[src/ssoc_map.svh]
// strap capture: bit positions, offsets, reset values and timing counts
// assumes the includer treats these as plain text constants
`ifndef SSOC_MAP_SVH
`define SSOC_MAP_SVH
// strap vector: dual-purpose pins first, then input-only pins
`define SSOC_NUM_DUAL     17
`define SSOC_NUM_STRAP    22
`define SSOC_I_FLOW       0
`define SSOC_I_BACKPRES   1
`define SSOC_I_COLDROP    2
`define SSOC_I_BACKOFF    3
`define SSOC_I_FRAME      4
`define SSOC_I_P4_DUPLEX  5
`define SSOC_I_P4_FLOWCTL 6
`define SSOC_I_SW_FLOWCTL 7
`define SSOC_I_INDICATOR  8
`define SSOC_I_AGING      9
`define SSOC_I_CFG_HIGH   10
`define SSOC_I_P4_AUTONEG 11
`define SSOC_I_POWER      12
`define SSOC_I_CLOCK      13
`define SSOC_I_P3_AUTONEG 14
`define SSOC_I_P3_FLOWCTL 15
`define SSOC_I_P3_DUPLEX  16
`define SSOC_I_BUS_LOW    17
`define SSOC_I_BUS_HIGH   18
`define SSOC_I_XOVER      19
`define SSOC_I_CFG_MID    20
`define SSOC_I_CFG_LOW    21
// pull levels seen with nothing fitted on the board
`define SSOC_STRAP_DEFAULT 22'h01fe00
// serial bus select codes
`define SSOC_BUS_EEPROM   2'h0
`define SSOC_BUS_MGMT     2'h1
`define SSOC_BUS_SPI      2'h2
`define SSOC_BUS_TEST     2'h3
// port control and power control fields
`define SSOC_PC_AUTONEG   7
`define SSOC_PC_DUPLEX    5
`define SSOC_PC_FLOWCTL   4
`define SSOC_PWR_HI       4
`define SSOC_PWR_LO       3
`define SSOC_PWR_NORMAL   2'h0
`define SSOC_PWR_ENERGY_DETECT_POWERDOWN     2'h1
// register byte offsets
`define SSOC_OFS_CTRL     8'h00
`define SSOC_OFS_STRAPS   8'h04
`define SSOC_OFS_STATUS   8'h08
`define SSOC_OFS_PORTS    8'h0c
`define SSOC_CTRL_RESAMPLE 0
`define SSOC_CTRL_HOSTCFG  1
// pin settle time before a warm capture
`define SSOC_CLK_NS       20
`define SSOC_SETTLE_NS    160
`define SSOC_SETTLE_CYC \
  ((`SSOC_SETTLE_NS + `SSOC_CLK_NS - 1) / `SSOC_CLK_NS)
`endif

[src/ssoc_pkg.sv]
// strap capture: shared types
// assumes ssoc_map.svh is on the include path
package ssoc_pkg;
  typedef enum logic {SSOC_ST_RUN, SSOC_ST_SETTLE} ssoc_state_type;
  typedef struct packed {
    logic       eeprom_master, mgmt_access, spi_slave, self_test;
    logic       use_defaults, unmanaged, auto_xover, flow_en, bp_en;
    logic       col_drop, backoff, frame1536, p4_force_fc, sw_fc_en;
    logic       ind_mode1, aging_en, p5_phy_en, xtal_clk, energy_detect_powerdown;
    logic [1:0] sw_mac_mode;
    logic [7:0] p3_ctrl, p4_ctrl, pwr_ctrl;
  } ssoc_set_type;
endpackage : ssoc_pkg

[src/ssoc_cap_if.sv]
// strap capture: link between sequencer and strap store
// assumes one clock shared by both ends
`timescale 1ns/1ps
`include "ssoc_map.svh"
interface ssoc_cap_if;
  logic                        load;
  logic [`SSOC_NUM_STRAP-1:0]  pins;
  logic [`SSOC_NUM_STRAP-1:0]  straps;
  modport ctl   (output load, output pins, input straps);
  modport store (input load, input pins, output straps);
endinterface : ssoc_cap_if

[src/ssoc_strap_capture.sv]
// strap capture: samples board straps at reset, decodes start settings
// assumes straps are steady while RST_B is low, wishbone classic master
`timescale 1ns/1ps
`include "ssoc_map.svh"
// Overview of operation
// - two select bits choose serial bus mode
// - select 00, no eeprom: default register values
// - low reset pin resets the control logic; the strap store loads the pins
// - sample straps as inputs in reset, drive after
// - no eeprom or cpu: unmanaged defaults
// - crossover strap high disables auto crossover
// - flow control strap low enables flow control
// - back pressure strap high enables back pressure
// - collision strap low drops excess collision frames
// - backoff strap high enables aggressive backoff
// - frame strap high allows 1536 byte frames
// - port 4 duplex fallback, low half
// - port 4 flow strap high forces flow
// - switch port flow strap high enables it
// - indicator strap selects led mode 0 or 1
// - three bit code sets port 5 interfaces
// - aging strap high enables table aging
// - port 4 autoneg strap into bit 7
// - power strap low selects energy detect
// - clock strap high selects crystal clock mode
// - port 3 autoneg strap into bit 7
// - port 3 flow bit 4, duplex bit 5
module ssoc_strap_capture
  import ssoc_pkg::*;
(
  // clock, reset, enable
  input  wire logic        REF_CLK,
  input  wire logic        RST_B,
  input  wire logic        CE,
  // input-only strap pins
  input  wire logic        BUS_SELECT_HIGH,
  input  wire logic        BUS_SELECT_LOW,
  input  wire logic        CROSSOVER_DISABLE_STRAP,
  input  wire logic        IFACE_CONFIG_MID,
  input  wire logic        IFACE_CONFIG_LOW,
  // dual-purpose strap pins
  input  wire logic [16:0] STRAP_PIN_I,
  output logic      [16:0] STRAP_PIN_O,
  output logic      [16:0] STRAP_PIN_OE,
  input  wire logic [16:0] FUNC_OUT,
  // configuration source
  input  wire logic        EEPROM_PRESENT,
  input  wire logic        EEPROM_DONE,
  // wishbone slave
  input  wire logic        WB_CYC_I,
  input  wire logic        WB_STB_I,
  input  wire logic        WB_WE_I,
  input  wire logic [7:0]  WB_ADR_I,
  input  wire logic [3:0]  WB_SEL_I,
  input  wire logic [31:0] WB_DAT_I,
  output logic      [31:0] WB_DAT_O,
  output logic             WB_ACK_O,
  // decoded settings
  output logic             BUS_EEPROM_MASTER,
  output logic             BUS_MGMT_ACCESS,
  output logic             BUS_SPI_SLAVE,
  output logic             BUS_SELF_TEST,
  output logic             USE_DEFAULTS,
  output logic             UNMANAGED,
  output logic             AUTO_XOVER_EN,
  output logic             FLOW_CTRL_EN,
  output logic             BACK_PRESSURE_EN,
  output logic             EXCESS_COL_DROP,
  output logic             AGGR_BACKOFF_EN,
  output logic             MAX_FRAME_1536,
  output logic             P4_FORCE_FC,
  output logic             SW_PORT_FC_EN,
  output logic             INDICATOR_MODE1,
  output logic             AGING_EN,
  output logic      [1:0]  SW_MAC_MODE,
  output logic             PORT5_PHY_EN,
  output logic             XTAL_CLK_MODE,
  output logic             ENERGY_DETECT_PD,
  output logic      [7:0]  P3_CTRL,
  output logic      [7:0]  P4_CTRL,
  output logic      [7:0]  PWR_CTRL,
  output logic             CFG_BUSY
);
  ////////////////////////////////////////////////////////////////////////
  function automatic ssoc_set_type decode(
    input logic [`SSOC_NUM_STRAP-1:0] s,
    input logic                       eep_present,
    input logic                       eep_done,
    input logic                       host_cfg
  );
    ssoc_set_type r;
    logic [1:0]   sel;
    logic [2:0]   cfg;
    r   = '0;
    sel = {s[`SSOC_I_BUS_HIGH], s[`SSOC_I_BUS_LOW]};
    cfg = {s[`SSOC_I_CFG_HIGH], s[`SSOC_I_CFG_MID], s[`SSOC_I_CFG_LOW]};
    r.eeprom_master = (sel == `SSOC_BUS_EEPROM);
    r.mgmt_access   = (sel == `SSOC_BUS_MGMT);
    r.spi_slave     = (sel == `SSOC_BUS_SPI);
    r.self_test     = (sel == `SSOC_BUS_TEST);
    r.use_defaults  = r.eeprom_master && !eep_present;
    r.unmanaged     = !eep_done && !host_cfg;
    r.auto_xover    = !s[`SSOC_I_XOVER];
    r.flow_en       = !s[`SSOC_I_FLOW];
    r.bp_en         = s[`SSOC_I_BACKPRES];
    r.col_drop      = !s[`SSOC_I_COLDROP];
    r.backoff       = s[`SSOC_I_BACKOFF];
    r.frame1536     = s[`SSOC_I_FRAME];
    r.p4_force_fc   = s[`SSOC_I_P4_FLOWCTL];
    r.sw_fc_en      = s[`SSOC_I_SW_FLOWCTL];
    r.ind_mode1     = s[`SSOC_I_INDICATOR];
    r.aging_en      = s[`SSOC_I_AGING];
    // codes 000 and 100 both leave port 5 dark
    r.sw_mac_mode   = cfg[1:0];
    r.p5_phy_en     = cfg[2] && (cfg[1:0] != 2'h0);
    r.xtal_clk      = s[`SSOC_I_CLOCK];
    r.energy_detect_powerdown          = !s[`SSOC_I_POWER];
    r.pwr_ctrl[`SSOC_PWR_HI:`SSOC_PWR_LO] =
      s[`SSOC_I_POWER] ? `SSOC_PWR_NORMAL : `SSOC_PWR_ENERGY_DETECT_POWERDOWN;
    r.p4_ctrl[`SSOC_PC_AUTONEG] = s[`SSOC_I_P4_AUTONEG];
    r.p4_ctrl[`SSOC_PC_DUPLEX]  = s[`SSOC_I_P4_DUPLEX];
    r.p3_ctrl[`SSOC_PC_AUTONEG] = s[`SSOC_I_P3_AUTONEG];
    r.p3_ctrl[`SSOC_PC_FLOWCTL] = s[`SSOC_I_P3_FLOWCTL];
    r.p3_ctrl[`SSOC_PC_DUPLEX]  = s[`SSOC_I_P3_DUPLEX];
    return r;
  endfunction : decode

  ////////////////////////////////////////////////////////////////////////
  ssoc_cap_if cap ();

  ssoc_strap_store u_store (
    .clk (REF_CLK),
    .ce  (CE),
    .cap (cap.store)
  );

  ssoc_state_type state_reg;
  ssoc_state_type state_next;
  logic [3:0]     cnt_reg;
  logic [3:0]     cnt_next;
  logic           resample;
  logic           last_cnt;

  assign last_cnt = (cnt_reg == 4'(`SSOC_SETTLE_CYC - 1));
  assign cap.pins = {IFACE_CONFIG_LOW, IFACE_CONFIG_MID,
                     CROSSOVER_DISABLE_STRAP, BUS_SELECT_HIGH,
                     BUS_SELECT_LOW, STRAP_PIN_I};
  // captures all through reset; warm capture waits for the pulls to settle
  assign cap.load = !RST_B ||
                    (state_reg == SSOC_ST_SETTLE && last_cnt);

  always_comb
  begin
    state_next = state_reg;
    cnt_next   = cnt_reg;
    case (state_reg)
      SSOC_ST_RUN:
      begin
        if (resample)
        begin
          state_next = SSOC_ST_SETTLE;
          cnt_next   = 4'h0;
        end
      end
      SSOC_ST_SETTLE:
      begin
        cnt_next = cnt_reg + 4'h1;
        if (last_cnt)
        begin
          state_next = SSOC_ST_RUN;
        end
      end
      default:
      begin
        state_next = SSOC_ST_RUN;
      end
    endcase
  end

  always_ff @(posedge REF_CLK)
  begin
    if (CE)
    begin
      if (!RST_B)
      begin
        state_reg <= SSOC_ST_RUN;
        cnt_reg   <= 4'h0;
      end
      else
      begin
        state_reg <= state_next;
        cnt_reg   <= cnt_next;
      end
    end
  end

  ////////////////////////////////////////////////////////////////////////
  // pins float to their pulls in reset and during a warm capture
  logic        drive_reg;
  logic        drive_next;
  logic [16:0] pin_o_reg;
  logic [16:0] pin_o_next;

  always_comb
  begin
    drive_next = (state_next == SSOC_ST_RUN);
    pin_o_next = FUNC_OUT;
  end

  always_ff @(posedge REF_CLK)
  begin
    if (CE)
    begin
      if (!RST_B)
      begin
        drive_reg <= 1'b0;
        pin_o_reg <= 17'h00000;
      end
      else
      begin
        drive_reg <= drive_next;
        pin_o_reg <= pin_o_next;
      end
    end
  end

  assign STRAP_PIN_OE = {`SSOC_NUM_DUAL{drive_reg}};
  assign STRAP_PIN_O  = pin_o_reg;
  assign CFG_BUSY     = !drive_reg;

  ////////////////////////////////////////////////////////////////////////
  // wishbone: ack one cycle after the strobe, write lands on the ack edge
  logic        ack_reg;
  logic        ack_next;
  logic [31:0] dat_reg;
  logic [31:0] dat_next;
  logic        host_cfg_reg;
  logic        host_cfg_next;
  logic        wr_ctrl;
  logic        req;
  logic [31:0] status_word;
  ssoc_set_type set_reg;
  ssoc_set_type set_next;

  assign req     = WB_CYC_I && WB_STB_I;
  assign wr_ctrl = req && ack_reg && WB_WE_I && WB_SEL_I[0] &&
                   (WB_ADR_I == `SSOC_OFS_CTRL);
  // a request during a capture in flight is simply dropped
  assign resample = wr_ctrl && WB_DAT_I[`SSOC_CTRL_RESAMPLE];
  assign status_word = {10'h000, set_reg.sw_mac_mode, set_reg.p5_phy_en,
                        set_reg.xtal_clk, set_reg.energy_detect_powerdown, set_reg.aging_en,
                        set_reg.ind_mode1, set_reg.sw_fc_en,
                        set_reg.p4_force_fc, set_reg.frame1536,
                        set_reg.backoff, set_reg.col_drop, set_reg.bp_en,
                        set_reg.flow_en, set_reg.auto_xover,
                        set_reg.unmanaged, set_reg.use_defaults,
                        set_reg.self_test, set_reg.spi_slave,
                        set_reg.mgmt_access, set_reg.eeprom_master,
                        CFG_BUSY};

  always_comb
  begin
    ack_next      = req && !ack_reg;
    host_cfg_next = host_cfg_reg;
    dat_next      = 32'h00000000;
    if (wr_ctrl)
    begin
      host_cfg_next = WB_DAT_I[`SSOC_CTRL_HOSTCFG];
    end
    case (WB_ADR_I)
      `SSOC_OFS_CTRL:
      begin
        dat_next[`SSOC_CTRL_HOSTCFG] = host_cfg_reg;
      end
      `SSOC_OFS_STRAPS:
      begin
        dat_next[`SSOC_NUM_STRAP-1:0] = cap.straps;
      end
      `SSOC_OFS_STATUS:
      begin
        dat_next = status_word;
      end
      `SSOC_OFS_PORTS:
      begin
        dat_next[23:0] = {set_reg.pwr_ctrl, set_reg.p4_ctrl,
                          set_reg.p3_ctrl};
      end
      default:
      begin
        dat_next = 32'h00000000;
      end
    endcase
  end

  always_ff @(posedge REF_CLK)
  begin
    if (CE)
    begin
      if (!RST_B)
      begin
        ack_reg      <= 1'b0;
        dat_reg      <= 32'h00000000;
        host_cfg_reg <= 1'b0;
      end
      else
      begin
        ack_reg      <= ack_next;
        dat_reg      <= dat_next;
        host_cfg_reg <= host_cfg_next;
      end
    end
  end

  assign WB_ACK_O = ack_reg;
  assign WB_DAT_O = dat_reg;

  ////////////////////////////////////////////////////////////////////////
  // settings follow the held straps; reset shows the pull defaults
  always_comb
  begin
    set_next = decode(cap.straps, EEPROM_PRESENT, EEPROM_DONE,
                      host_cfg_reg);
  end

  always_ff @(posedge REF_CLK)
  begin
    if (CE)
    begin
      if (!RST_B)
      begin
        set_reg <= decode(`SSOC_STRAP_DEFAULT, 1'b0, 1'b0, 1'b0);
      end
      else
      begin
        set_reg <= set_next;
      end
    end
  end

  assign BUS_EEPROM_MASTER = set_reg.eeprom_master;
  assign BUS_MGMT_ACCESS   = set_reg.mgmt_access;
  assign BUS_SPI_SLAVE     = set_reg.spi_slave;
  assign BUS_SELF_TEST     = set_reg.self_test;
  assign USE_DEFAULTS      = set_reg.use_defaults;
  assign UNMANAGED         = set_reg.unmanaged;
  assign AUTO_XOVER_EN     = set_reg.auto_xover;
  assign FLOW_CTRL_EN      = set_reg.flow_en;
  assign BACK_PRESSURE_EN  = set_reg.bp_en;
  assign EXCESS_COL_DROP   = set_reg.col_drop;
  assign AGGR_BACKOFF_EN   = set_reg.backoff;
  assign MAX_FRAME_1536    = set_reg.frame1536;
  assign P4_FORCE_FC       = set_reg.p4_force_fc;
  assign SW_PORT_FC_EN     = set_reg.sw_fc_en;
  assign INDICATOR_MODE1   = set_reg.ind_mode1;
  assign AGING_EN          = set_reg.aging_en;
  assign SW_MAC_MODE       = set_reg.sw_mac_mode;
  assign PORT5_PHY_EN      = set_reg.p5_phy_en;
  assign XTAL_CLK_MODE     = set_reg.xtal_clk;
  assign ENERGY_DETECT_PD  = set_reg.energy_detect_powerdown;
  assign P3_CTRL           = set_reg.p3_ctrl;
  assign P4_CTRL           = set_reg.p4_ctrl;
  assign PWR_CTRL          = set_reg.pwr_ctrl;

  ////////////////////////////////////////////////////////////////////////
  // helper: true when the last edge was a live, non-reset update
  logic live_reg;

  always_ff @(posedge REF_CLK)
  begin
    live_reg <= CE && RST_B;
  end
endmodule : ssoc_strap_capture

[src/ssoc_strap_store.sv]
// strap capture: register holding the captured strap levels
// assumes load is only raised while the pins are inputs
`timescale 1ns/1ps
`include "ssoc_map.svh"
module ssoc_strap_store
  import ssoc_pkg::*;
(
  // clock
  input wire logic  clk,
  input wire logic  ce,
  // capture link
  ssoc_cap_if.store cap
);
  logic [`SSOC_NUM_STRAP-1:0] straps_reg;
  logic [`SSOC_NUM_STRAP-1:0] straps_next;

  always_comb
  begin
    straps_next = cap.load ? cap.pins : straps_reg;
  end

  // no reset term: under reset load is high, so it tracks the pins
  always_ff @(posedge clk)
  begin
    if (ce)
    begin
      straps_reg <= straps_next;
    end
  end

  assign cap.straps = straps_reg;
endmodule : ssoc_strap_store
[config.mk]
export PLATFORM = sky130hd
export DESIGN_NAME = ssoc_strap_capture
export DESIGN_NICKNAME = d
export VERILOG_FILES = /design/src/ssoc_pkg.sv /design/src/ssoc_cap_if.sv /design/src/ssoc_strap_capture.sv /design/src/ssoc_strap_store.sv
export VERILOG_INCLUDE_DIRS = /design/src
export SDC_FILE = /design/constraint.sdc
export NUM_CORES = 1
export LEC_CHECK = 0
export ABC_AREA = 1
export BUFFER_PORTS_ARGS = -buffer_cell sky130_fd_sc_hd__buf_2
export CAP_MARGIN = 5
export CORE_ASPECT_RATIO = 0.7
export CORE_MARGIN = 2
export CORE_UTILIZATION = 47
export DETAILED_ROUTE_END_ITERATION = 10
export MAX_ROUTING_LAYER = met4
export PLACE_DENSITY_LB_ADDON = 0.3
export SYNTH_ARGS = -nofsm -noshare
export SYNTH_HDL_FRONTEND = slang
export SYNTH_SLANG_ARGS = --single-unit
[constraint.sdc]
create_clock -name REF_CLK -period 3.2 [get_ports REF_CLK]
set_input_delay 0.32 -clock REF_CLK [delete_from_list [all_inputs] [get_ports REF_CLK]]
set_output_delay 0.32 -clock REF_CLK [all_outputs]
set_load 0.01 [all_outputs]
Word-level counts from Yosys, hierarchy flattened:

Cells that the tools add are included.

* add/sub/neg operators: 1
* equality and inequality tests: 9
* mux-type cells: 10
* bitwise operators: 2
* reductions and logical operators: 29

Operator list (count)
* 20-bit one-hot mux with 3 select lines: 1
* 8-bit by 4-bit == test with 1-bit output, second input constant: 2
* 1-bit logical AND: 11
* 1-bit zero test: 10
* 8-bit by 3-bit == test with 1-bit output, second input constant: 1
* 8-bit zero test: 1
* 4-bit one-hot mux with 2 select lines: 1
* 2-bit AND reduction: 4
* 4-bit by 1-bit adder with 4-bit output, second input constant: 1
* 2-bit == test, second input constant: 2
* 4-bit by 3-bit == test with 1-bit output, second input constant: 1
* 1-bit two-way mux: 4
* 4-bit two-way mux: 1
* 1-bit one-hot mux with 4 select lines: 1
* 3-bit inequality test, second input constant: 1
* 1-bit one-hot mux with 3 select lines: 1
* 2-bit by 1-bit == test with 1-bit output, second input constant: 1
* 2-bit zero test: 1
* 2-bit by 1-bit inequality test with 1-bit output, second input constant: 1
* 1-bit inverter: 2
* 1-bit one-hot mux with 2 select lines: 1
* 2-bit nonzero test: 1
* 1-bit logical OR: 1

* register bits after elaboration: 124
* bits of input ports: 91
* output and inout port bits: 113
* word-level logic and storage cells: 87

Logic depth before layout (Yosys ltp):

Gate-level depths: netlist of run 1.

* depth in word-level cells: 9
* depth in mapped cells: 10
* gate-level depth less buffers: 8

Modules after synthesis:

From an unflattened synthesis of run 1, not the netlist that was laid out.

* cell total of the unflattened synthesis: 371
* area total of the unflattened synthesis: 4255.3 um^2

Modules (own cells, without submodules)
* ssoc_strap_capture: times used 1, cells an instance 347, area each 3587.2 um^2, sequential area each 2192.1 um^2
* ssoc_strap_store: times used 1, cells an instance 24, area each 668.1 um^2, sequential area each 660.6 um^2

Worst setup path after synthesis of run 1:

OpenSTA, ideal clock, no wires.

* kind: register -> register
* start: register cnt_reg[0]
* end: register u_store.straps_reg[0] (netlist: u_store.cap.straps[0]) (enable)
* arrival time: 1.830 ns
* required time: 2.792 ns
* setup slack: 0.961 ns
* stages on the path, launching flop included: 6
* period minus slack after synthesis: 2.239 ns
* path through: edfxtp_1 -> ha_1 -> nand2_1 -> inv_1 -> nand3_1 -> a21oi_1

* word-level cells in the longest chain between the ends: 4

RTL lines
* start: declaration: RTL line ssoc_strap_capture.sv:139 `logic [3:0] cnt_reg;`
* start signal: assignment: RTL line ssoc_strap_capture.sv:192 `cnt_reg <= cnt_next;`
* 4-bit by 3-bit == test with 1-bit output: RTL line ssoc_strap_capture.sv:144 `` assign last_cnt = (cnt_reg == 4'(`SSOC_SETTLE_CYC - 1)); ``
* 1-bit logical AND: RTL line ssoc_strap_capture.sv:150 `(state_reg == SSOC_ST_SETTLE && last_cnt);`
* 1-bit logical OR: RTL line ssoc_strap_capture.sv:149 `assign cap.load = !RST_B ||`
* 2-bit AND reduction (no line)
* end signal: assignment: RTL line ssoc_strap_store.sv:27 `straps_reg <= straps_next;`
* end: declaration: RTL line ssoc_strap_store.sv:14 `` logic [`SSOC_NUM_STRAP-1:0] straps_reg; ``

Every way passes these cells.
A chain may end at the register's enable or synchronous reset.

Worst setup path in the final report of run 1:

* start: input port WB_ADR_I[7]
* end: register dat_reg[19] (netlist: WB_DAT_O[19]), data pin

* word-level cells in the longest chain between the ends: 2
* elaborated cells between the ends (all ways): 4
* classes of those cells: 3 x eq/ne; 1 x mux

RTL lines
* start: declaration: RTL line ssoc_strap_capture.sv:53 `input wire logic [7:0] WB_ADR_I,`
* 8-bit by 4-bit == test with 1-bit output or 8-bit by 3-bit == test with 1-bit output (tied branches): RTL line ssoc_strap_capture.sv:270 `case (WB_ADR_I)`
* 20-bit one-hot mux with 3 select lines (*): RTL line ssoc_strap_capture.sv:270
* end signal: assignment: RTL line ssoc_strap_capture.sv:308 `dat_reg <= dat_next;`
* end: declaration: RTL line ssoc_strap_capture.sv:235 `logic [31:0] dat_reg;`

Every way passes the cells marked *; elsewhere a longest branch is shown, timed or not.

==> impl_metrics.env, run 1 <==
export IMPL_dpl_hpwl_mm=6.396
export IMPL_setup_worst_path_end_class="flip-flop"
export IMPL_seq_area_frac_synth=0.6410
export IMPL_cts_sinks=95
export IMPL_io_buffers=142
export IMPL_antenna_found_initial=0
export IMPL_netlist_area_um2=4451
export IMPL_hold_path_class="input port to flip-flop"
export IMPL_dp_cells=638
export IMPL_finClkSkew_ns=0.004685
export IMPL_setup_violations=0
export IMPL_cts_setup_buffers=0
export IMPL_grt_usage=0.1897
export IMPL_rows=29
export IMPL_ir_drop_mv=0.3486
export IMPL_wirelength_mm=9.136
export IMPL_synth_cells=401
export IMPL_grt_pass1_vias=2970
export IMPL_via_count=3018
export IMPL_cts_resized=0
export IMPL_dpl_cell_area_um2=5011
export IMPL_dr_wl_met3_um=813
export IMPL_fin_crit_sh=0.5544
export IMPL_yosysWarningCount=0
export IMPL_dieArea_um2=10280
export IMPL_leakage_uw=0.002604
export IMPL_die_x_um=120.3
export IMPL_p_sw_frac=0.2242
export IMPL_wl_met2_mm=4.424
export IMPL_final_antenna_net_count=0
export IMPL_drive_gt1_frac=0.4208
export IMPL_grt_pass1_wl_mm=14.16
export IMPL_top_layer="met4"
export IMPL_design_area_um2=5301
export IMPL_rsz0062_at_grt="false"
export IMPL_syn_area_per_cell_um2=11.10
export IMPL_p_int_uw=2126
export IMPL_seq_power_share=0.536
export IMPL_cts_clk_slew_worst_paths_ns=0.06
export IMPL_crit_required_ns=3.41
export IMPL_place_congestion=0.8001
export IMPL_grt_max_degree=42
export IMPL_dr_pass1_iters=4
export IMPL_post_route_drc_count=0
export IMPL_clk_latency_ns=0.33
export IMPL_numCtsBuffers=9
export IMPL_start_kind="input port"
export IMPL_cap_violations=0
export IMPL_die_h_um=85.42
export IMPL_final_max_slew_viol_count=0
export IMPL_antenna_cells=0
export IMPL_p_sw_uw=614.5
export IMPL_instances_no_fill=654
export IMPL_drt_iter0_drc=234
export IMPL_initial_utilization=0.4867
export IMPL_vias_per_cell=4.615
export IMPL_crit_type="input port to flip-flop"
export IMPL_area_growth_pct=19.12
export IMPL_postCtsHoldBufs=0
export IMPL_hold_violations=0
export IMPL_htreeDepth=3
export IMPL_path_max_fanout=28
export IMPL_grt_overflow=0
export IMPL_wl_per_cell_um=13.97
export IMPL_status="finished, final reports clean"
export IMPL_max_freq_mhz=563.6
export IMPL_cts_tree="built"
export IMPL_arrival_ns=1.98
export IMPL_nets=617
export IMPL_worst_pin_slew_ns=0.7782
export IMPL_layout_min_cycle_time_ns=1.774
export IMPL_power_frac_comb=0.084
export IMPL_post_route_util=0.5798
export IMPL_wl_met1_mm=3.755
export IMPL_power_density_nw_per_um2=517.0
export IMPL_max_slew_margin_rel=0.4800
export IMPL_core_um2=9144
export IMPL_synth_cell_types=27
export IMPL_cts_buffer_depth=2
export IMPL_ys_ff_latch=95
export IMPL_pin_count=204
export IMPL_cts_root_buf="clkbuf_16"
export IMPL_setup_tns_ns=0
export IMPL_pwr_share_clk=0.379
[routing by layer]
layer	track usage	vias up
met1	0.2273	1396
met3	0.05175	12
met5	-	-
li1	-	1464
met2	0.3089	146
met4	0.07294	0
[cells by family (layout without fill, tap and decap cells)]
| logic type | Yosys count | after routing | share of synthesized area |
|---|---|---|---|
| simple gates | 172 | 172 | 0.1878 |
| flops | 95 | 95 | 0.6410 |
| other cells | 1 | 28 | 0.0008426 |
| fa+ha+maj | 1 | 1 | 0.002811 |
| compound gates | 11 | 11 | 0.01631 |
| buf+inv | 121 | 223 | 0.1512 |
[power by group through the flow]
stage          Clock, µW  Sequential, µW  Combinational, µW
5_1_grt             1110            1480                257
2_1_floorplan          0            1520                125
3_5_place_dp           0            1500                234
4_1_cts             1060            1470                235
6_report            1040            1470                231
3_3_place_gp           0            1490                229
[worst max-delay path: stages]
cell and delay [ns]:
buf_2 0.09, nor2_1 0.15, nand2_2 0.16, nor2_8 0.38
nor2_4 0.08, nor2_4 0.61, nand2_2 0.10, inv_2 0.08
[through the flow]
step                      power (µW)  hold WS [ns]  setup WS, ns
after floorplan                 1641        0.4189        0.9612
final                           2741        0.1594         1.426
after detailed placement        1731        0.4981         1.060
after global placement          1723        0.4991         1.079
after CTS                       2766        0.1462         1.408
after global routing            2840        0.1464         1.249
[final timing paths]
kind / start / to / slack [ns] / cells past startpoint
hold / removal: STRAP_PIN_I[16] / u_store.cap.straps[16]$_DFFE_PP_ / 0.16 / 1
hold reg to reg: u_store.cap.straps[5]$_DFFE_PP_ / P4_CTRL[5]$_SDFFCE_PN0P_ / 0.53 / 2
setup / recovery: WB_ADR_I[7] / WB_DAT_O[19]$_SDFFCE_PN0P_ / 1.43 / 8
setup reg to reg: cnt_reg[0]$_SDFFCE_PN0P_ / u_store.cap.straps[5]$_DFFE_PP_ / 1.60 / 6
[area by class of cell]
| type | instances | area, µm² |
|---|---|---|
| fillers | 823 | 3842 |
| flip-flops and latches | 95 | 2853 |
| multi-input cells | 212 | 1030 |
| repair buffers | 147 | 748.2 |
| clock buffers | 10 | 229.0 |
| inverters | 60 | 225.2 |
| well taps | 124 | 155.1 |
| clock inverters | 6 | 61.31 |
[placed cells by master (no fill, tap or decap), types with 3 or more instances in the layout]
master / count
buf_2: 142
edfxtp_1: 95
nand2_1: 78
inv_1: 39
nand3_1: 37
conb_1: 28
nand2_2: 23
inv_2: 21
nor2_1: 15
clkbuf_16: 9
or2_2: 7
nor2_4: 5
buf_4: 5
a21oi_1: 3
nor3_1: 3
o21ai_0: 3
clkinv_2: 3
[synth_stat cells (all sizes together)]
cell type	count	area, µm²
nand4	1	6.260
nand2	101	436.7
clkbuf	5	18.77
nor3	3	15.01
o22ai	1	6.260
inv	60	225.2
nor2	22	138.9
nand3	38	195.2
ha	1	12.51
o21ai	4	31.28
or2	7	43.79
o21bai	1	7.510
edfxtp	95	2853
a21boi	1	7.510
conb	1	3.750
buf	56	429.2
a21oi	4	20.02
Power figures use the tool's default switching activity.
==> run 2, diff against run 1 <==
--- a/config.mk
+++ b/config.mk
@@ -6,12 +6,12 @@
 export SDC_FILE = /design/constraint.sdc
 export NUM_CORES = 1
 export LEC_CHECK = 0
-export ABC_AREA = 1
+export ABC_AREA = 0
 export BUFFER_PORTS_ARGS = -buffer_cell sky130_fd_sc_hd__buf_2
 export CAP_MARGIN = 5
 export CORE_ASPECT_RATIO = 0.7
 export CORE_MARGIN = 2
-export CORE_UTILIZATION = 47
+export CORE_UTILIZATION = 46
 export DETAILED_ROUTE_END_ITERATION = 10
 export MAX_ROUTING_LAYER = met4
 export PLACE_DENSITY_LB_ADDON = 0.3
==> constraint.sdc (replaced) <==
create_clock -name REF_CLK -period 1.72 [get_ports REF_CLK]
set_input_delay 0.172 -clock REF_CLK [delete_from_list [all_inputs] [get_ports REF_CLK]]
set_output_delay 0.172 -clock REF_CLK [all_outputs]
set_load 0.01 [all_outputs]
==> run 2 against run 1 <==
Net effect:
- sequential power increased by 86%
- sequential cell count did not move
- utilization up 1.7 points
- critical path type is now flip-flop to flip-flop
==> impl_metrics.env, run 2 <==
export IMPL_drive_gt1_frac=0.4186
export IMPL_hold_path_class="input port to flip-flop"
export IMPL_grt_usage=0.1905
export IMPL_power_density_nw_per_um2=1007
export IMPL_layout_min_cycle_time_ns=1.561
export IMPL_worstSetupStartpoint="cnt_reg[0]$_SDFFCE_PN0P_"
export IMPL_pin_count=204
export IMPL_drt_iter0_drc=177
export IMPL_cts_buffer_depth=2
export IMPL_reg2reg_slack_ns=0.16
export IMPL_netlist_area_um2=4120
export IMPL_rows=28
export IMPL_cp_slowest_cell="edfxtp_1"
export IMPL_synth_cell_types=36
export IMPL_synth_top_family_by_area="simple AND/OR/NAND/NOR gates"
export IMPL_synth_area_leader_cell="edfxtp_1"
export IMPL_yosys_top_cells_area="edfxtp_1 (69%), buf_4 (8.7%), and2_1 (4.1%), a22oi_1 (3.8%), nor2_1 (2.5%)"
export IMPL_post_route_drc_count=0
export IMPL_synth_most_common_cell="edfxtp_1"
export IMPL_fill_cells=711
export IMPL_wl_per_cell_um=15.99
export IMPL_area_growth_pct=24.42
export IMPL_final_cell_mix="buf_2 (141), edfxtp_1 (95), conb_1 (28), nor2_1 (27), and2_1 (27)"
export IMPL_final_antenna_net_count=0
export IMPL_antenna_found_initial=0
export IMPL_grt_pass1_vias=2523
export IMPL_cts_root_buf="clkbuf_16"
export IMPL_rsz0062_at_grt="false"
export IMPL_worst_pin_slew_ns=0.9481
export IMPL_ir_drop_mv=0.5323
export IMPL_final_common_cell="buf_2"
export IMPL_synthAdderAreaFrac=0.003037
export IMPL_async_flop_share=0
export IMPL_syn_area_per_cell_um2=14.46
export IMPL_htreeDepth=3
export IMPL_dp_cells=528
export IMPL_synth_mux_area_frac=0.01883
export IMPL_seq_area_frac_synth=0.6924
export IMPL_clk_latency_ns=0.33
export IMPL_cts_sinks=95
export IMPL_fin_crit_sh=0.9078
export IMPL_synth_xor_area_frac=0.004251
export IMPL_synth_commonest_cells="edfxtp_1 (95), buf_4 (48), and2_1 (27), nor2_1 (27), a22oi_1 (21)"
export IMPL_rr_startpoint="cnt_reg[0]$_SDFFCE_PN0P_"
export IMPL_wirelength_mm=8.793
export IMPL_antenna_cells=0
export IMPL_design_area_um2=5126
export IMPL_grt_overflow=0
export IMPL_cts_tree="built"
export IMPL_via_count=2636
export IMPL_die_h_um=83.18
export IMPL_grt_pass1_wl_mm=13.32
export IMPL_rr_worst_depth=4
export IMPL_cts_setup_buffers=0
export IMPL_max_slew_margin_rel=0.3651
export IMPL_final_max_slew_viol_count=0
export IMPL_synth_edf_count=95
export IMPL_yosysWarningCount=0
export IMPL_grt_util_met3=0.05985
export IMPL_dpl_cell_area_um2=4777
export IMPL_numCtsBuffers=9
export IMPL_slowest_delay_ns=0.38
export IMPL_nets=517
export IMPL_yosys_area_share_simple=0.1154
export IMPL_leakage_uw=0.002142
export IMPL_cap_violations=0
export IMPL_dpl_hpwl_mm=6.316
export IMPL_crit_required_ns=1.77
export IMPL_setup_worst_path_end_class="flip-flop"
export IMPL_grt_max_degree=51
export IMPL_vias_per_cell=4.793
export IMPL_cts_resized=0
export IMPL_synth_ff_type="edfxtp_1"
export IMPL_grtUsageMet2=0.2722
export IMPL_io_buffers=142
export IMPL_r2r_end="u_store.cap.straps[21]$_DFFE_PP_"
export IMPL_synth_cells=285
export IMPL_synth_top_area_share=0.6924
export IMPL_setup_violations=0
export IMPL_finClkSkew_ns=0.006734
export IMPL_grt_busiest_layer="met2"
export IMPL_status="finished, final reports clean"
export IMPL_met1_usage=0.2673
export IMPL_place_congestion=0.7636
export IMPL_die_x_um=117.1
export IMPL_dr_pass1_iters=4
export IMPL_synth_compound_area_share=0.05436
export IMPL_initial_utilization=0.4800
export IMPL_crit_chain="ha_1 -> nand4b_1 -> a21oi_4 -> buf_12"
export IMPL_instances_no_fill=550
export IMPL_ys_ff_latch=95
export IMPL_max_freq_mhz=640.5
export IMPL_core_um2=8583
export IMPL_hold_violations=0
export IMPL_path_max_fanout=11
export IMPL_crit_type="flip-flop to flip-flop"
export IMPL_start_kind="flip-flop"
export IMPL_dieArea_um2=9742
export IMPL_cts_clk_slew_worst_paths_ns=0.06
export IMPL_arrival_ns=1.61
export IMPL_post_route_util=0.5972
export IMPL_crit_end="u_store.cap.straps[21]$_DFFE_PP_"
export IMPL_setup_tns_ns=0
[run 2: cell count changes in the layout (fill, tap and decap cells not counted), sizes merged, moves of 6 or more]
cell / previous run / this run
nand2: 101 / 8
inv: 60 / 4
mux2: 0 / 6
dlygate4sd3: 0 / 6
nand3: 38 / 2
a22oi: 0 / 21
buf: 147 / 155
or2: 7 / 1
and2: 0 / 27
[run 2: what timing repair did]
action | 4_1_cts | 5_1_grt
hold buffers | 5 | 1
hold endpoints to repair | 5 | 1
setup endpoints to repair | 0 | 0
[run 2: how the worst min path moves through the flow]
stage,cells past startpoint,slack (ns),end,startpoint
after global placement,1,0.35,u_store.cap.straps[20]$_DFFE_PP_,IFACE_CONFIG_MID
after global routing,1,0.00004,u_store.cap.straps[17]$_DFFE_PP_,BUS_SELECT_LOW
after floorplan,0,0.27,u_store.cap.straps[0]$_DFFE_PP_,STRAP_PIN_I[0]
after CTS,1,0.002,u_store.cap.straps[16]$_DFFE_PP_,STRAP_PIN_I[16]
after detailed placement,1,0.35,u_store.cap.straps[12]$_DFFE_PP_,STRAP_PIN_I[12]
final,1,0.01,u_store.cap.straps[11]$_DFFE_PP_,STRAP_PIN_I[11]
[run 2: cell type report]
class	count	area, µm²	share of cell area
inverter	4	15.01	0.002929
multi-input combinational	154	923.4	0.1801
sequential	95	2853	0.5565
timing repair buffer	161	895.9	0.1748
tap	120	150.1	0.02929
clock inverter	7	63.81	0.01245
clock buffer	9	225.2	0.04393
[run 2: cells by family (layout without fill, tap and decap cells)]
| kind of cell | after synthesis | in the layout |
|---|---|---|
| flip-flops | 95 | 95 |
| AND/OR/NAND/NOR | 84 | 84 |
| buffers and inverters | 63 | 181 |
| AO/OA/AOI/OAI | 32 | 32 |
| multiplexers | 7 | 7 |
| XOR/XNOR | 2 | 2 |
| adder cells (fa/ha/maj) | 1 | 1 |
| other | 1 | 28 |
[run 2: report_power, final]
part | internal, µW | switching, µW | total (µW)
clock network | 1110 | 817 | 1930
logic | 212 | 280 | 492
registers | 2680 | 57.2 | 2740
total | 4010 | 1150 | 5160
[run 2: routing by layer]
metal  vias to the layer above  share of wire
met1                      1273           0.45
met3                         4          0.080
met5                         -              0
met4                         0         0.0032
met2                       129           0.46
li1                       1230              -
[run 2: critical path: cells and delay by family, from the launching register on]
family / cells / cell delay [ns]
AO/OA/AOI/OAI: 1 / 0.29
buffers and inverters: 1 / 0.17
AND/OR/NAND/NOR: 1 / 0.24
flip-flops: 1 / 0.38
adder cells (fa/ha/maj): 1 / 0.20
[run 2: through the flow]
stage	power (µW)	hold WS, ns	setup WS, ns
after floorplan	3086	0.2709	0.1112
after global placement	3260	0.3480	0.05364
after detailed placement	3273	0.3504	0.04289
after CTS	5210	0.001550	0.1502
after global routing	5355	0.00003708	0.02603
final	5161	0.01436	0.1586
==> run 3, diff against run 2 <==
--- a/config.mk
+++ b/config.mk
@@ -9,9 +9,10 @@
 export ABC_AREA = 0
 export BUFFER_PORTS_ARGS = -buffer_cell sky130_fd_sc_hd__buf_2
 export CAP_MARGIN = 5
-export CORE_ASPECT_RATIO = 0.7
+export CORE_ASPECT_RATIO = 2
 export CORE_MARGIN = 2
 export CORE_UTILIZATION = 46
+export CTS_CLUSTER_DIAMETER = 120
 export DETAILED_ROUTE_END_ITERATION = 10
 export MAX_ROUTING_LAYER = met4
 export PLACE_DENSITY_LB_ADDON = 0.3
==> run 3 against run 2 <==
Net effect:
- sequential power is essentially flat
- design area grew 1.9%
- clock power grew 16%
- combinational power grew 4%
- final cell count shrank 2.4%
- largest cell class unchanged
- non-clock buffer count grew 7
- critical endpoint unchanged
==> impl_metrics.env, run 3 (same netlist as run 2, synthesis figures left out) <==
export IMPL_p_sw_frac=0.2108
export IMPL_rr_startpoint="cnt_reg[0]$_SDFFCE_PN0P_"
export IMPL_antenna_found_initial=0
export IMPL_min_to="u_store.cap.straps[8]$_DFFE_PP_"
export IMPL_p_total_uw=5478
export IMPL_max_freq_mhz=636.9
export IMPL_dpl_hpwl_mm=6.236
export IMPL_cts_sinks=95
export IMPL_final_max_slew_viol_count=0
export IMPL_area_growth_pct=26.72
export IMPL_grt_max_degree=61
export IMPL_ir_drop_mv=0.6760
export IMPL_place_congestion=0.7984
export IMPL_path_max_fanout=22
export IMPL_final_antenna_net_count=0
export IMPL_dieArea_um2=9776
export IMPL_grt_usage=0.1892
export IMPL_wl_per_cell_um=16.45
export IMPL_fin_crit_sh=0.9128
export IMPL_start_kind="flip-flop"
export IMPL_finClkSkew_ns=0.006642
export IMPL_power_frac_comb=0.093
export IMPL_rsz0062_at_grt="false"
export IMPL_wirelength_mm=8.832
export IMPL_io_buffers=142
export IMPL_htreeDepth=3
export IMPL_p_int_uw=4324
export IMPL_setup_violations=0
export IMPL_die_x_um=70.92
export IMPL_drive_gt1_frac=0.4073
export IMPL_post_route_util=0.6037
export IMPL_status="finished, final reports clean"
export IMPL_leakage_uw=0.002194
export IMPL_initial_utilization=0.4764
export IMPL_setup_ws_ns=0.1499
export IMPL_post_route_drc_count=0
export IMPL_power_density_nw_per_um2=1049
export IMPL_pin_count=204
export IMPL_crit_type="flip-flop to flip-flop"
export IMPL_post_place_ws_ns=0.04130
export IMPL_die_h_um=137.8
export IMPL_hold_path_class="input port to flip-flop"
export IMPL_drt_iter0_drc=251
export IMPL_pwr_share_clk=0.408
export IMPL_cts_resized=0
export IMPL_vias_per_cell=4.922
export IMPL_seq_power_share=0.499
export IMPL_reg2reg_slack_ns=0.15
export IMPL_grt_pass1_vias=2631
export IMPL_cts_clk_slew_worst_paths_ns=0.06
export IMPL_numCtsBuffers=9
export IMPL_clk_latency_ns=0.34
export IMPL_cts_tree="built"
export IMPL_rows=48
export IMPL_p_sw_uw=1155
export IMPL_antenna_cells=0
export IMPL_setup_tns_ns=0
export IMPL_final_common_cell="buf_2"
export IMPL_cts_root_buf="clkbuf_16"
export IMPL_layout_min_cycle_time_ns=1.570
export IMPL_rr_worst_depth=4
export IMPL_timing_hold_ws_ns=0.01212
export IMPL_min_from="STRAP_PIN_I[8]"
export IMPL_nets=524
export IMPL_final_cell_mix="buf_2 (142), edfxtp_1 (95), conb_1 (28), nor2_1 (27), and2_1 (27)"
export IMPL_r2r_end="u_store.cap.straps[21]$_DFFE_PP_"
export IMPL_max_slew_margin_rel=0.4022
export IMPL_dr_pass1_iters=4
export IMPL_cap_violations=0
export IMPL_hold_violations=0
export IMPL_grt_pass1_wl_mm=13.25
export IMPL_grt_overflow=0
export IMPL_arrival_ns=1.61
export IMPL_worst_pin_slew_ns=0.8926
export IMPL_crit_required_ns=1.76
export IMPL_setup_worst_path_end_class="flip-flop"
export IMPL_via_count=2643
export IMPL_hold_path_cell_count=1
export IMPL_core_um2=8648
export IMPL_cts_buffer_depth=2
-- run 3: cell count changes in the layout (fill, tap and decap cells not counted), sizes merged --
cell,previous run,this run
buf,155,153
bufinv,1,3
clkbuf,9,10
clkinv,5,2
clkinvlp,1,0
dlygate4sd3,6,15
inv,4,5
-- run 3: routing by layer --
layer  up-vias  global-route usage  wire [µm]
met4         0             0.08805        249
met5         -                   -          0
met3        13             0.03877        606
li1       1247                   -          -
met1      1246              0.2045       3059
met2       137              0.3297       4917
-- run 3: cell type report --
type / instances / area, µm²
multi-input cells: 154 / 923.4
fillers: 724 / 3427
inverters: 4 / 15.01
flip-flops and latches: 95 / 2853
clock inverters: 6 / 107.6
well taps: 100 / 125.1
clock buffers: 10 / 229.0
repair buffers: 168 / 968.4
-- run 3: worst max path at each step --
| stage | depth (start not counted) | slack, ns | end | from |
|---|---|---|---|---|
| after floorplan | 3 | 0.11 | u_store.cap.straps[0]$_DFFE_PP_ | cnt_reg[0]$_SDFFCE_PN0P_ |
| after global placement | 4 | 0.09 | cnt_reg[0]$_SDFFCE_PN0P_ | WB_ADR_I[7] |
| after detailed placement | 4 | 0.04 | cnt_reg[1]$_SDFFCE_PN0P_ | WB_ADR_I[7] |
| after CTS | 4 | 0.15 | u_store.cap.straps[20]$_DFFE_PP_ | cnt_reg[0]$_SDFFCE_PN0P_ |
| after global routing | 4 | 0.05 | u_store.cap.straps[17]$_DFFE_PP_ | cnt_reg[0]$_SDFFCE_PN0P_ |
| final | 4 | 0.15 | u_store.cap.straps[21]$_DFFE_PP_ | cnt_reg[0]$_SDFFCE_PN0P_ |
-- run 3: timing repair --
item / in CTS / in global routing
hold buffers: 15 / 0
buffers inserted: 0 / 0
endpoints found under the setup margin: 0 / 0
endpoints found under the hold margin: 15 / 0
-- run 3: stage by stage --
| step | cell area, µm² | cells |
|---|---|---|
| after floorplan | 4233 | 312 |
| after global placement | 4735 | 506 |
| after detailed placement | 4735 | 506 |
| after CTS | 5221 | 537 |
| after global routing | 5221 | 537 |
| final | 5221 | 537 |
-- run 3: power groups by stage --
stage | clock [µW] | sequential [µW] | combinational (µW)
2_1_floorplan | 0 | 2820 | 264
3_3_place_gp | 0 | 2780 | 479
3_5_place_dp | 0 | 2780 | 489
4_1_cts | 2270 | 2730 | 517
5_1_grt | 2350 | 2740 | 560
6_report | 2230 | 2730 | 512
-- run 3: critical path, stage by stage, from the launching register on --
cell	delay, ns
edfxtp_1	0.38
ha_1	0.20
nand4b_1	0.25
a21oi_4	0.25
buf_12	0.19
